## src/logic/cph_pkg.sv

```systemverilog
// shared constants and types for the cache prefetch hint unit
package cph_pkg;
    localparam int unsigned CPH_XLEN = 64;
    localparam int unsigned CPH_PLEN = 40;
    localparam int unsigned CPH_OFS_W = 16;
    localparam int unsigned CPH_HINT_W = 5;
    localparam int unsigned CPH_CCA_W = 3;
    localparam int unsigned CPH_LINE_LSB = 5;

    // cacheability attribute codes as returned by translation
    localparam logic [2:0] CPH_CCA_UNCACHED = 3'h2;
    localparam logic [2:0] CPH_CCA_UNCACHED_ACC = 3'h7;

    // hint encodings
    localparam logic [4:0] CPH_H_LOAD = 5'h00;
    localparam logic [4:0] CPH_H_STORE = 5'h01;
    localparam logic [4:0] CPH_H_LOAD_STREAM = 5'h04;
    localparam logic [4:0] CPH_H_STORE_STREAM = 5'h05;
    localparam logic [4:0] CPH_H_LOAD_RETAIN = 5'h06;
    localparam logic [4:0] CPH_H_STORE_RETAIN = 5'h07;
    localparam logic [4:0] CPH_H_RSV_LO_FIRST = 5'h02;
    localparam logic [4:0] CPH_H_RSV_LO_LAST = 5'h03;
    localparam logic [4:0] CPH_H_RSV_HI_FIRST = 5'h08;
    localparam logic [4:0] CPH_H_RSV_HI_LAST = 5'h18;
    localparam logic [4:0] CPH_H_WB_INV = 5'h19;
    localparam logic [4:0] CPH_H_IMPL_FIRST = 5'h1a;
    localparam logic [4:0] CPH_H_IMPL_LAST = 5'h1d;
    localparam logic [4:0] CPH_H_ZERO_ALLOC = 5'h1e;
    localparam logic [4:0] CPH_H_IMPL_TOP = 5'h1f;

    typedef enum logic [1:0] {
        CPH_ACT_NOP = 2'h0,
        CPH_ACT_FETCH = 2'h1,
        CPH_ACT_WB_INV = 2'h2,
        CPH_ACT_ZERO = 2'h3
    } cph_act_e;

    typedef enum logic [1:0] {
        CPH_PLACE_NORMAL = 2'h0,
        CPH_PLACE_STREAM = 2'h1,
        CPH_PLACE_RETAIN = 2'h2
    } cph_place_e;

    typedef enum logic [2:0] {
        CPH_OP_FILL_SHARED = 3'h0,
        CPH_OP_FILL_EXCL = 3'h1,
        CPH_OP_WRITEBACK = 3'h2,
        CPH_OP_INVALIDATE = 3'h3,
        CPH_OP_ZERO_ALLOC = 3'h4
    } cph_op_e;

    typedef enum logic [5:0] {
        CPH_ST_IDLE = 6'b000001,
        CPH_ST_XLAT = 6'b000010,
        CPH_ST_LOOK = 6'b000100,
        CPH_ST_WBACK = 6'b001000,
        CPH_ST_MAIN = 6'b010000,
        CPH_ST_FIN = 6'b100000
    } cph_state_e;
endpackage : cph_pkg

```

## src/logic/cph_hint_if.sv

```systemverilog
// carrier between the hint decoder and the sequencer
`timescale 1ns/1ns
interface cph_hint_if;
    import cph_pkg::*;
    logic [4:0] hint;
    cph_act_e act;
    logic is_store;
    cph_place_e place;
    modport dec (input hint, output act, output is_store, output place);
    modport use_side (output hint, input act, input is_store, input place);
endinterface : cph_hint_if

```

## src/logic/cph_unit.sv

```systemverilog
// cache prefetch hint unit: address forming and cache action sequencing
//
// Contract
// - address is base plus sign-extended 16-bit offset
// - no action changes architecturally visible state
// - never raise addressing fault; faulting address moves nothing
// - invisible side actions such as writebacks allowed
// - no memory operation for uncached locations
// - memory operations use the address's access type
// - cached location fetches a line holding address
// - hint 0 fetches as for a load
// - hint 1 fetches as for a store
// - hints 4,5 streamed placement, spare retained lines
// - hints 6,7 retained placement, immune to streamed
// - hints 2-3 and 8-24 reserved, no function
// - hint 25 writes back dirty line, then invalidates
// - hint 30 miss: victim writeback, zero-fill, dirty
// - hints 26-29,31 implementation-defined prefetch
// - no translation or address exception ever
`timescale 1ns/1ns
module cph_unit
    import cph_pkg::*;
(
    input wire logic clk,
    input wire logic rstn,
    // issue side
    input wire logic req_valid,
    output logic req_ready,
    input wire logic [CPH_XLEN-1:0] req_base,
    input wire logic [CPH_OFS_W-1:0] req_offset,
    input wire logic [CPH_HINT_W-1:0] req_hint,
    output logic done,
    output logic addr_exc,
    // translation lookup, answered in the cycle of the request
    output logic [CPH_XLEN-1:0] xlat_vaddr,
    output logic xlat_req,
    input wire logic xlat_fault,
    input wire logic [CPH_CCA_W-1:0] xlat_cca,
    input wire logic [CPH_PLEN-1:0] xlat_paddr,
    // cache tag lookup, answered in the cycle of the lookup
    output logic look_req,
    output logic [CPH_PLEN-1:0] look_addr,
    input wire logic look_hit,
    input wire logic look_dirty,
    input wire logic victim_valid,
    input wire logic victim_dirty,
    input wire logic [CPH_PLEN-1:0] victim_addr,
    // cache and memory operation request
    output logic mem_valid,
    input wire logic mem_ready,
    output cph_op_e mem_op,
    output logic [CPH_PLEN-1:0] mem_addr,
    output logic [CPH_CCA_W-1:0] mem_cca,
    output cph_place_e mem_place,
    input wire logic mem_done
);
    ////////////////////////////////////////////////////////////////////////
    // hint decode
    cph_hint_if hif ();
    cph_hint_decode u_dec (
        .hif(hif.dec)
    );

    logic [CPH_HINT_W-1:0] hint_q;
    assign hif.hint = hint_q;

    ////////////////////////////////////////////////////////////////////////
    // state
    cph_state_e state_q;
    cph_state_e state_d;
    logic [CPH_XLEN-1:0] vaddr_q;
    logic [CPH_CCA_W-1:0] cca_q;
    logic [CPH_PLEN-1:0] line_q;
    logic [CPH_PLEN-1:0] wb_addr_q;
    logic sent_q;
    logic take;
    logic drop;
    logic need_wb;
    logic need_main;
    logic uncached;

    function automatic logic [CPH_PLEN-1:0] line_of(input logic [CPH_PLEN-1:0] a);
        line_of = {a[CPH_PLEN-1:CPH_LINE_LSB], {CPH_LINE_LSB{1'b0}}};
    endfunction : line_of

    assign take = req_valid && (state_q == CPH_ST_IDLE);
    assign req_ready = (state_q == CPH_ST_IDLE);
    assign uncached = (xlat_cca == CPH_CCA_UNCACHED) || (xlat_cca == CPH_CCA_UNCACHED_ACC);

    // fault, uncached or inert hint: finish with no traffic
    assign drop = xlat_fault || uncached || (hif.act == CPH_ACT_NOP);

    // per-action decision taken on the tag lookup result
    always_comb begin
        need_wb = 1'b0;
        need_main = 1'b0;
        case (hif.act)
            CPH_ACT_FETCH: begin
                need_main = !look_hit;
                need_wb = !look_hit && victim_valid && victim_dirty;
            end
            CPH_ACT_WB_INV: begin
                // clean or absent lines are left alone
                need_wb = look_hit && look_dirty;
                need_main = look_hit && look_dirty;
            end
            CPH_ACT_ZERO: begin
                need_main = !look_hit;
                need_wb = !look_hit && victim_valid && victim_dirty;
            end
            default: begin
                need_wb = 1'b0;
                need_main = 1'b0;
            end
        endcase
    end

    always_comb begin
        state_d = state_q;
        case (state_q)
            CPH_ST_IDLE: begin
                if (take) begin
                    state_d = CPH_ST_XLAT;
                end
            end
            CPH_ST_XLAT: begin
                state_d = drop ? CPH_ST_FIN : CPH_ST_LOOK;
            end
            CPH_ST_LOOK: begin
                if (need_wb) begin
                    state_d = CPH_ST_WBACK;
                end else if (need_main) begin
                    state_d = CPH_ST_MAIN;
                end else begin
                    state_d = CPH_ST_FIN;
                end
            end
            CPH_ST_WBACK: begin
                if (sent_q && mem_done) begin
                    state_d = CPH_ST_MAIN;
                end
            end
            CPH_ST_MAIN: begin
                if (sent_q && mem_done) begin
                    state_d = CPH_ST_FIN;
                end
            end
            CPH_ST_FIN: begin
                state_d = CPH_ST_IDLE;
            end
            default: begin
                state_d = CPH_ST_IDLE;
            end
        endcase
    end

    always_ff @(posedge clk or negedge rstn) begin
        if (!rstn) begin
            state_q <= CPH_ST_IDLE;
        end else begin
            state_q <= state_d;
        end
    end

    ////////////////////////////////////////////////////////////////////////
    // request capture and address forming
    always_ff @(posedge clk or negedge rstn) begin
        if (!rstn) begin
            vaddr_q <= '0;
            hint_q <= '0;
        end else if (take) begin
            vaddr_q <= req_base + {{(CPH_XLEN-CPH_OFS_W){req_offset[CPH_OFS_W-1]}}, req_offset};
            hint_q <= req_hint;
        end
    end

    assign xlat_vaddr = vaddr_q;
    assign xlat_req = (state_q == CPH_ST_XLAT);

    always_ff @(posedge clk or negedge rstn) begin
        if (!rstn) begin
            cca_q <= '0;
            line_q <= '0;
        end else if (state_q == CPH_ST_XLAT) begin
            cca_q <= xlat_cca;
            line_q <= line_of(xlat_paddr);
        end
    end

    assign look_req = (state_q == CPH_ST_LOOK);
    assign look_addr = line_q;

    always_ff @(posedge clk or negedge rstn) begin
        if (!rstn) begin
            wb_addr_q <= '0;
        end else if (state_q == CPH_ST_LOOK) begin
            // the addressed line itself for a nudge, else the chosen victim
            wb_addr_q <= (hif.act == CPH_ACT_WB_INV) ? line_q : line_of(victim_addr);
        end
    end

    ////////////////////////////////////////////////////////////////////////
    // memory operation issue; one outstanding at a time
    always_ff @(posedge clk or negedge rstn) begin
        if (!rstn) begin
            sent_q <= 1'b0;
        end else if (mem_valid && mem_ready) begin
            sent_q <= 1'b1;
        end else if (sent_q && mem_done) begin
            sent_q <= 1'b0;
        end
    end

    assign mem_valid = ((state_q == CPH_ST_WBACK) || (state_q == CPH_ST_MAIN)) && !sent_q;

    always_ff @(posedge clk or negedge rstn) begin
        if (!rstn) begin
            mem_op <= CPH_OP_FILL_SHARED;
            mem_addr <= '0;
            mem_cca <= '0;
            mem_place <= CPH_PLACE_NORMAL;
        end else if (state_d == CPH_ST_WBACK && state_q != CPH_ST_WBACK) begin
            mem_op <= CPH_OP_WRITEBACK;
            mem_addr <= wb_addr_q;
            mem_cca <= cca_q;
            mem_place <= CPH_PLACE_NORMAL;
            if (state_q == CPH_ST_LOOK) begin
                mem_addr <= (hif.act == CPH_ACT_WB_INV) ? line_q : line_of(victim_addr);
            end
        end else if (state_d == CPH_ST_MAIN && state_q != CPH_ST_MAIN) begin
            mem_addr <= line_q;
            mem_cca <= cca_q;
            mem_place <= hif.place;
            case (hif.act)
                CPH_ACT_WB_INV: begin
                    // invalidate only after the writeback has completed
                    mem_op <= CPH_OP_INVALIDATE;
                end
                CPH_ACT_ZERO: begin
                    mem_op <= CPH_OP_ZERO_ALLOC;
                end
                default: begin
                    mem_op <= hif.is_store ? CPH_OP_FILL_EXCL : CPH_OP_FILL_SHARED;
                end
            endcase
        end
    end

    ////////////////////////////////////////////////////////////////////////
    // completion; the prefetch never writes a register nor traps
    assign done = (state_q == CPH_ST_FIN);
    assign addr_exc = 1'b0;
endmodule : cph_unit

```

## src/logic/cph_hint_decode.sv

```systemverilog
// hint code decoder: action class, intent and placement
`timescale 1ns/1ns
module cph_hint_decode
    import cph_pkg::*;
(
    cph_hint_if.dec hif
);
    function automatic logic in_range(input logic [4:0] h, input logic [4:0] lo, input logic [4:0] hi);
        in_range = (h >= lo) && (h <= hi);
    endfunction : in_range

    function automatic logic impl_dep(input logic [4:0] h);
        impl_dep = in_range(h, CPH_H_IMPL_FIRST, CPH_H_IMPL_LAST) || (h == CPH_H_IMPL_TOP);
    endfunction : impl_dep

    always_comb begin
        hif.act = CPH_ACT_NOP;
        hif.is_store = 1'b0;
        hif.place = CPH_PLACE_NORMAL;
        case (hif.hint)
            CPH_H_LOAD: begin
                hif.act = CPH_ACT_FETCH;
            end
            CPH_H_STORE: begin
                hif.act = CPH_ACT_FETCH;
                hif.is_store = 1'b1;
            end
            CPH_H_LOAD_STREAM, CPH_H_STORE_STREAM: begin
                hif.act = CPH_ACT_FETCH;
                hif.is_store = hif.hint[0];
                hif.place = CPH_PLACE_STREAM;
            end
            CPH_H_LOAD_RETAIN, CPH_H_STORE_RETAIN: begin
                hif.act = CPH_ACT_FETCH;
                hif.is_store = hif.hint[0];
                hif.place = CPH_PLACE_RETAIN;
            end
            CPH_H_WB_INV: begin
                hif.act = CPH_ACT_WB_INV;
            end
            CPH_H_ZERO_ALLOC: begin
                hif.act = CPH_ACT_ZERO;
                hif.is_store = 1'b1;
            end
            default: begin
                // reserved codes stay inert; free codes act as a plain load fetch
                if (impl_dep(hif.hint)) begin
                    hif.act = CPH_ACT_FETCH;
                end else begin
                    hif.act = CPH_ACT_NOP;
                end
            end
        endcase
    end
endmodule : cph_hint_decode

```

## config.mk

```make
export PLATFORM = sky130hd
export DESIGN_NAME = cph_unit
export DESIGN_NICKNAME = d
export VERILOG_FILES = /design/src/logic/cph_pkg.sv /design/src/logic/cph_hint_if.sv /design/src/logic/cph_unit.sv /design/src/logic/cph_hint_decode.sv
export SDC_FILE = /design/constraint.sdc
export NUM_CORES = 1
export LEC_CHECK = 0
export BUFFER_PORTS_ARGS = -buffer_cell sky130_fd_sc_hd__buf_4
export CAP_MARGIN = 20
export CORE_MARGIN = 1
export CORE_UTILIZATION = 57
export DETAILED_ROUTE_END_ITERATION = 10
export PLACE_DENSITY = 0.88
export SYNTH_ARGS = -nofsm -noshare
export SYNTH_HDL_FRONTEND = slang
export SYNTH_SLANG_ARGS = --single-unit
```

## constraint.sdc

```tcl
create_clock -name clk -period 4.6 [get_ports clk]
set_input_delay 0 -clock clk [delete_from_list [all_inputs] [get_ports clk]]
set_output_delay 0 -clock clk [all_outputs]
set_load 0.02 [all_outputs]
```

# After elaboration in Yosys (flattened, before gate mapping)
# Cells that the tools add are included.
[totals]
regBits = 202
word_cells = 91
inputBits = 178
[op_classes]
order_cmp = 2
reduce_logical = 27
muxes = 27
n_eq_ne = 23
n_addsub = 1
[op_table]
columns = ["operator", "count"]
rows = [
  ["$mux 40", 4],
  ["$add 64x64->64", 1],
  ["$mux 6", 6],
  ["$pmux 6 s5", 1],
  ["$eq 5x3->1 const B", 4],
  ["$eq 5x5->1 const B", 3],
  ["$eq 6x4->1 const B", 2],
  ["$eq 6x5->1 const B", 2],
  ["$mux 3", 4],
  ["$logic_and 1x1->1", 10],
  ["$reduce_or 2->1", 4],
  ["$eq 6x1->1 const B", 1],
  ["$eq 6x2->1 const B", 1],
  ["$eq 6x3->1 const B", 1],
  ["$eq 6x6->1 const B", 1],
  ["$ne 6x4->1 const B", 1],
  ["$ne 6x5->1 const B", 1],
  ["$pmux 1 s2", 3],
  ["$pmux 2 s3", 1],
  ["$pmux 3 s2", 1],
  ["$reduce_or 6->1", 1],
  ["$eq 5x1->1 const B", 1],
  ["$ge 5x5->1 const B", 1],
  ["$le 5x5->1 const B", 1],
  ["13 further kinds", 24],
]

# Longest topological paths before layout
[logic_depth]
word_depth = 15
ltp_mapped = 12
depth_no_buf = 12

# Cells and area by module
# From an unflattened synthesis, not the netlist that was laid out.
[hier_totals]
cells_unflattened = 1334
hier_area_um2 = 11683.7
[modules_own_cells]
columns = ["mod", "cells_per_inst", "area_per_inst_um2", "seq_area_each_um2", "instances"]
rows = [
  ["cph_unit", 1321, 11606.1, 4931.0, 1],
  ["cph_hint_decode", 13, 77.6, 0.0, 1],
]

# Worst setup path before layout
# Ideal clock, no wire load.
[synth_path]
path_kind = "input -> register"
startpoint = "input req_base[0]"
endpoint = "register vaddr_q[62], in the netlist xlat_vaddr[62]"
path_slack_ns = 2.081
cell_stages = 12
n_path_buf = 0
t_arrival_ns = 2.415
required_time_ns = 4.497
path_cell_list = "ha_1 -> inv_1 -> fa_1 -> nand2b_1 -> a21o_1 -> a211oi_2 -> o21ai_2 -> a2111oi_4 -> o2111ai_2 -> a21oi_2 -> nor4_1 -> o41ai_2"
[synth_between]
elab_chain_cells = 1
[synth_lines]
columns = ["element", "line", "text"]
rows = [
  ["from (decl)", "cph_unit.sv:29", "input wire logic [CPH_XLEN-1:0] req_base,"],
  ["$add 64x64->64", "cph_unit.sv:172", "vaddr_q <= req_base + {{(CPH_XLEN-CPH_OFS_W){req_offset[CPH_OFS_W-1]}}, req_offset};"],
  ["to (signal assigned)", "cph_unit.sv:172", ""],
  ["to (decl)", "cph_unit.sv:71", "logic [CPH_XLEN-1:0] vaddr_q;"],
]
# Every way passes these cells.
# A chain may end at the register's enable or synchronous reset.

# Worst setup path in the final report
[layout_path]
startpoint = "input req_offset[0]"
endpoint = "register vaddr_q[62], in the netlist xlat_vaddr[62]"
[layout_between]
elab_chain_cells = 1
[layout_lines]
columns = ["element", "line", "text"]
rows = [
  ["from (decl)", "cph_unit.sv:30", "input wire logic [CPH_OFS_W-1:0] req_offset,"],
  ["$add 64x64->64", "cph_unit.sv:172", ""],
]
# Every way passes these cells.

==> flow_summary.toml <==
[drt]
drt_iter0_markers = 955
routed_wl_mm = 39.10
dr.pass1.iters = 5
wl_per_cell_um = 19.39
ant_nets = 0
drcViolationCount = 0
viasPerCell = 6.037
vias = 12177

[die]
die_x_um = 146.8
coreArea_um2 = 20430
dieHeight_um = 146.8
initial_core_util = 0.5852
dieArea_um2 = 21560
rows = 52
pin_count = 336

[setup_path]
crit_family = "compound AO/OA/AOI/OAI gates"
cp_slowest_cell = "dlygate4sd3_1"
critPathKind = "input port to flip-flop"
critPathLaunchType = "input port"
end_kind = "flip-flop"
critPathLaunch = "req_offset[0]"
critPathArrivalTime_ns = 3.55
required_ns = 4.92
max_stage_delay_ns = 0.53
timing.rr.start = "state_q[1]"
cp_max_fo = 6
worstRegToRegCells = 7
path_buf_inv = 3
rr_endpoint = "mem_cca[1]"
path_cells = "dlygate4sd3_1 -> buf_4 -> ha_1 -> inv_1 -> fa_1 -> nand2b_1 -> a21o_1 -> a211oi_2 -> o21ai_2 -> a2111oi_4 -> o2111ai_2 -> a21oi_2 -> nor4_1 -> o41ai_2"
rrSetupSlack_ns = 1.42
path_depth = 14
endpoint = "xlat_vaddr[62]"

[synth]
syn_avg_cell_area_um2 = 8.733
yosys-top-cells-area = "dfrtp_1 (41%), nand2_1 (10%), ha_1 (6.6%)"
synth_cells = 1369
ys_async_sr_fraction = 1.000
synth_top_area_frac = 0.4103
yosysTopAreaCell = "dfrtp_1"
ys_ff_latch = 197
synth.distinct_cells = 78
ys_seq_area_frac = 0.4125
synth_warnings = 0
synth_enable_flop_cells = 0
ys.flop_type = "dfrtp_1"
syn_area_um2 = 11960

[timing]
rsz0062_at_grt = "false"
setup_viol = 0
slew_violations = 0
timing.hold.ws_ns = -0.002983
setup_slack_ns = 1.372
worst_slew_pin_slew_ns = 0.8817
tns_ns = 0
finalCriticalPeriod_ns = 3.228
min_period_over_period = 0.7017
max_freq_mhz = 309.8
slew_headroom = 0.4122
hold_viol_final = 1
fin_skew_ns = 0.01659

[cells_and_area]
ff_latch_area_um2 = 4931
synthToLayoutAreaGrowth_pct = 33.10
finalNetCount = 1975
multiInputGateArea_um2 = 6636
drive_above_1_share = 0.2274
final_util = 0.7789
fill_cells = 1232

[placed_design]
port_buffers = 319
hpwlAfterDp_mm = 25.17
post-place-ws_ns = 1.454
gp_congestion = 0.9350

[global_routing]
grt_util_all_layers = 0.3643
antenna_found_initial = 1
grt_pass1_vias = 12207
grt_pass1_wl_mm = 62.45
gr-total-overflow = 0
grt_max_degree = 107

[clock_tree]
postCtsHoldBufs = 82
post_cts_buffers = 0
clock_path_buffers = 2
cts.sinks = 197
cts_tree = "built"
clk_pin_slew_worst_paths_ns = 0.08
post_cts_resized = 0
cts_made_buffers = 17
ctsRootBufferMaster = "clkbuf_16"
htreeDepth = 4
clk_latency_ns = 0.44

[run_status]
violations = "negative hold slack"
outcome = "finished, violations left"

[power_and_ir_drop]
ir_drop_mv = 0.3538
power_density_nw_per_um2 = 521.0
p_leak_uw = 0.007819

[job]
maxCapViolCount = 0

[min_path]
hp-class = "input port to flip-flop"
[layout by cell type (no fill, tap or decap), drive strengths merged, types with 6 or more instances in the layout]
| cell | instances |
|---|---|
| xor2 | 20 |
| and3 | 8 |
| buf | 327 |
| mux2i | 75 |
| clkinv | 7 |
| xnor2 | 27 |
| nor3 | 13 |
| o31ai | 8 |
| nor2 | 51 |
| ha | 63 |
| dfrtp | 196 |
| o211ai | 11 |
| nand2b | 11 |
| conb | 6 |
| and2 | 12 |
| o21ai | 175 |
| o21a | 7 |
| a211oi | 11 |
| a21o | 25 |
| nand2 | 333 |
| nor4 | 7 |
| inv | 32 |
| o21bai | 9 |
| a21oi | 86 |
| clkbuf | 19 |
| nand4 | 22 |
| a31oi | 10 |
| nand3 | 20 |
| nand4b | 6 |
| dlygate4sd3 | 82 |
[logic make-up (layout without fill, tap and decap cells)]
logic type	after synthesis	count (layout)	synth area share
muxes	78	78	0.06562
DFF	197	197	0.4125
xor gates and xnor gates	47	47	0.03443
other	1	7	0.0003137
adders and majority gates	64	64	0.06761
AOI/OAI and AO/OA	376	376	0.1942
buffers and inverters	95	467	0.03527
and+or+nand+nor	511	511	0.1901
[state kept, by name (all words and copies together), names as in the netlist]
| signal | count |
|---|---|
| look_addr | 35 |
| mem_cca | 3 |
| sent_q | 1 |
| mem_place | 2 |
| wb_addr_q | 35 |
| xlat_vaddr | 64 |
| state_q | 6 |
| cca_q | 3 |
| mem_addr | 40 |
| mem_op | 3 |
| hif.hint | 5 |
[where the power goes]
part / internal, µW / total (µW) / switching [µW]
sequential: 2440 / 2980 / 537
clock: 744 / 1530 / 788
combinational: 1510 / 3780 / 2270
[through the flow]
step                      area, µm²  power [µW]  instances
after floorplan               11970        4955       1374
after global routing          15910        8717       2016
after global placement        14480        6412       1902
after detailed placement      14480        6551       1902
after CTS                     15910        8135       2016
final                         15910        8290       2017
[synth_stat cells, types with 8 or more instances]
library cell	number
and3_1	8
nand2_1	332
nor3_1	12
nand4_1	22
mux2i_1	75
o21ai_1	41
o21bai_1	9
o211ai_1	11
xor2_1	20
nor2_1	49
and2_1	12
a21o_1	25
o21ai_0	132
ha_1	63
inv_1	24
nand3_1	20
buf_4	9
a211oi_1	9
a31oi_1	9
a21oi_1	83
xnor2_1	27
dfrtp_1	196
nand2b_1	11
clkbuf_1	46
[final cells by class]
cell class | instances | area share
diodes | 1 | 0.0001573
clock buffers | 18 | 0.02697
clock inverters | 14 | 0.01132
inverters | 25 | 0.005897
multi-input cells | 1082 | 0.4170
flip-flops and latches | 197 | 0.3099
well taps | 270 | 0.02123
repair buffers | 410 | 0.2075
[metal layers]
layer,GRT usage,up-vias,share of wire
met5,0,-,0
met4,0.1729,0,0.048
met3,0.08075,157,0.090
met2,0.6173,716,0.48
met1,0.4408,5750,0.38
li1,-,5554,-
[worst reg2reg max path, cell delays in order, from the launching register on]
cell,delay (ns)
dfrtp_1,0.40
nor4_1,0.65
a21boi_0,0.66
a31o_1,0.34
nor3_4,0.07
buf_4,0.25
nor2_2,0.31
mux2_2,0.38
[worst min-delay path by stage]
stage	start	cells past startpoint	endpoint	slack (ns)
finish	victim_addr[13]	3	wb_addr_q[13]	-0.003
CTS	look_hit	3	state_q[4]	0.0003
floorplan	rstn	0	cca_q[0]	-0.30
global route	victim_addr[13]	3	wb_addr_q[13]	0.003
detailed placement	rstn	1	look_addr[31]	0.12
global placement	rstn	1	look_addr[30]	0.11
(Power assumes the default switching activity.)
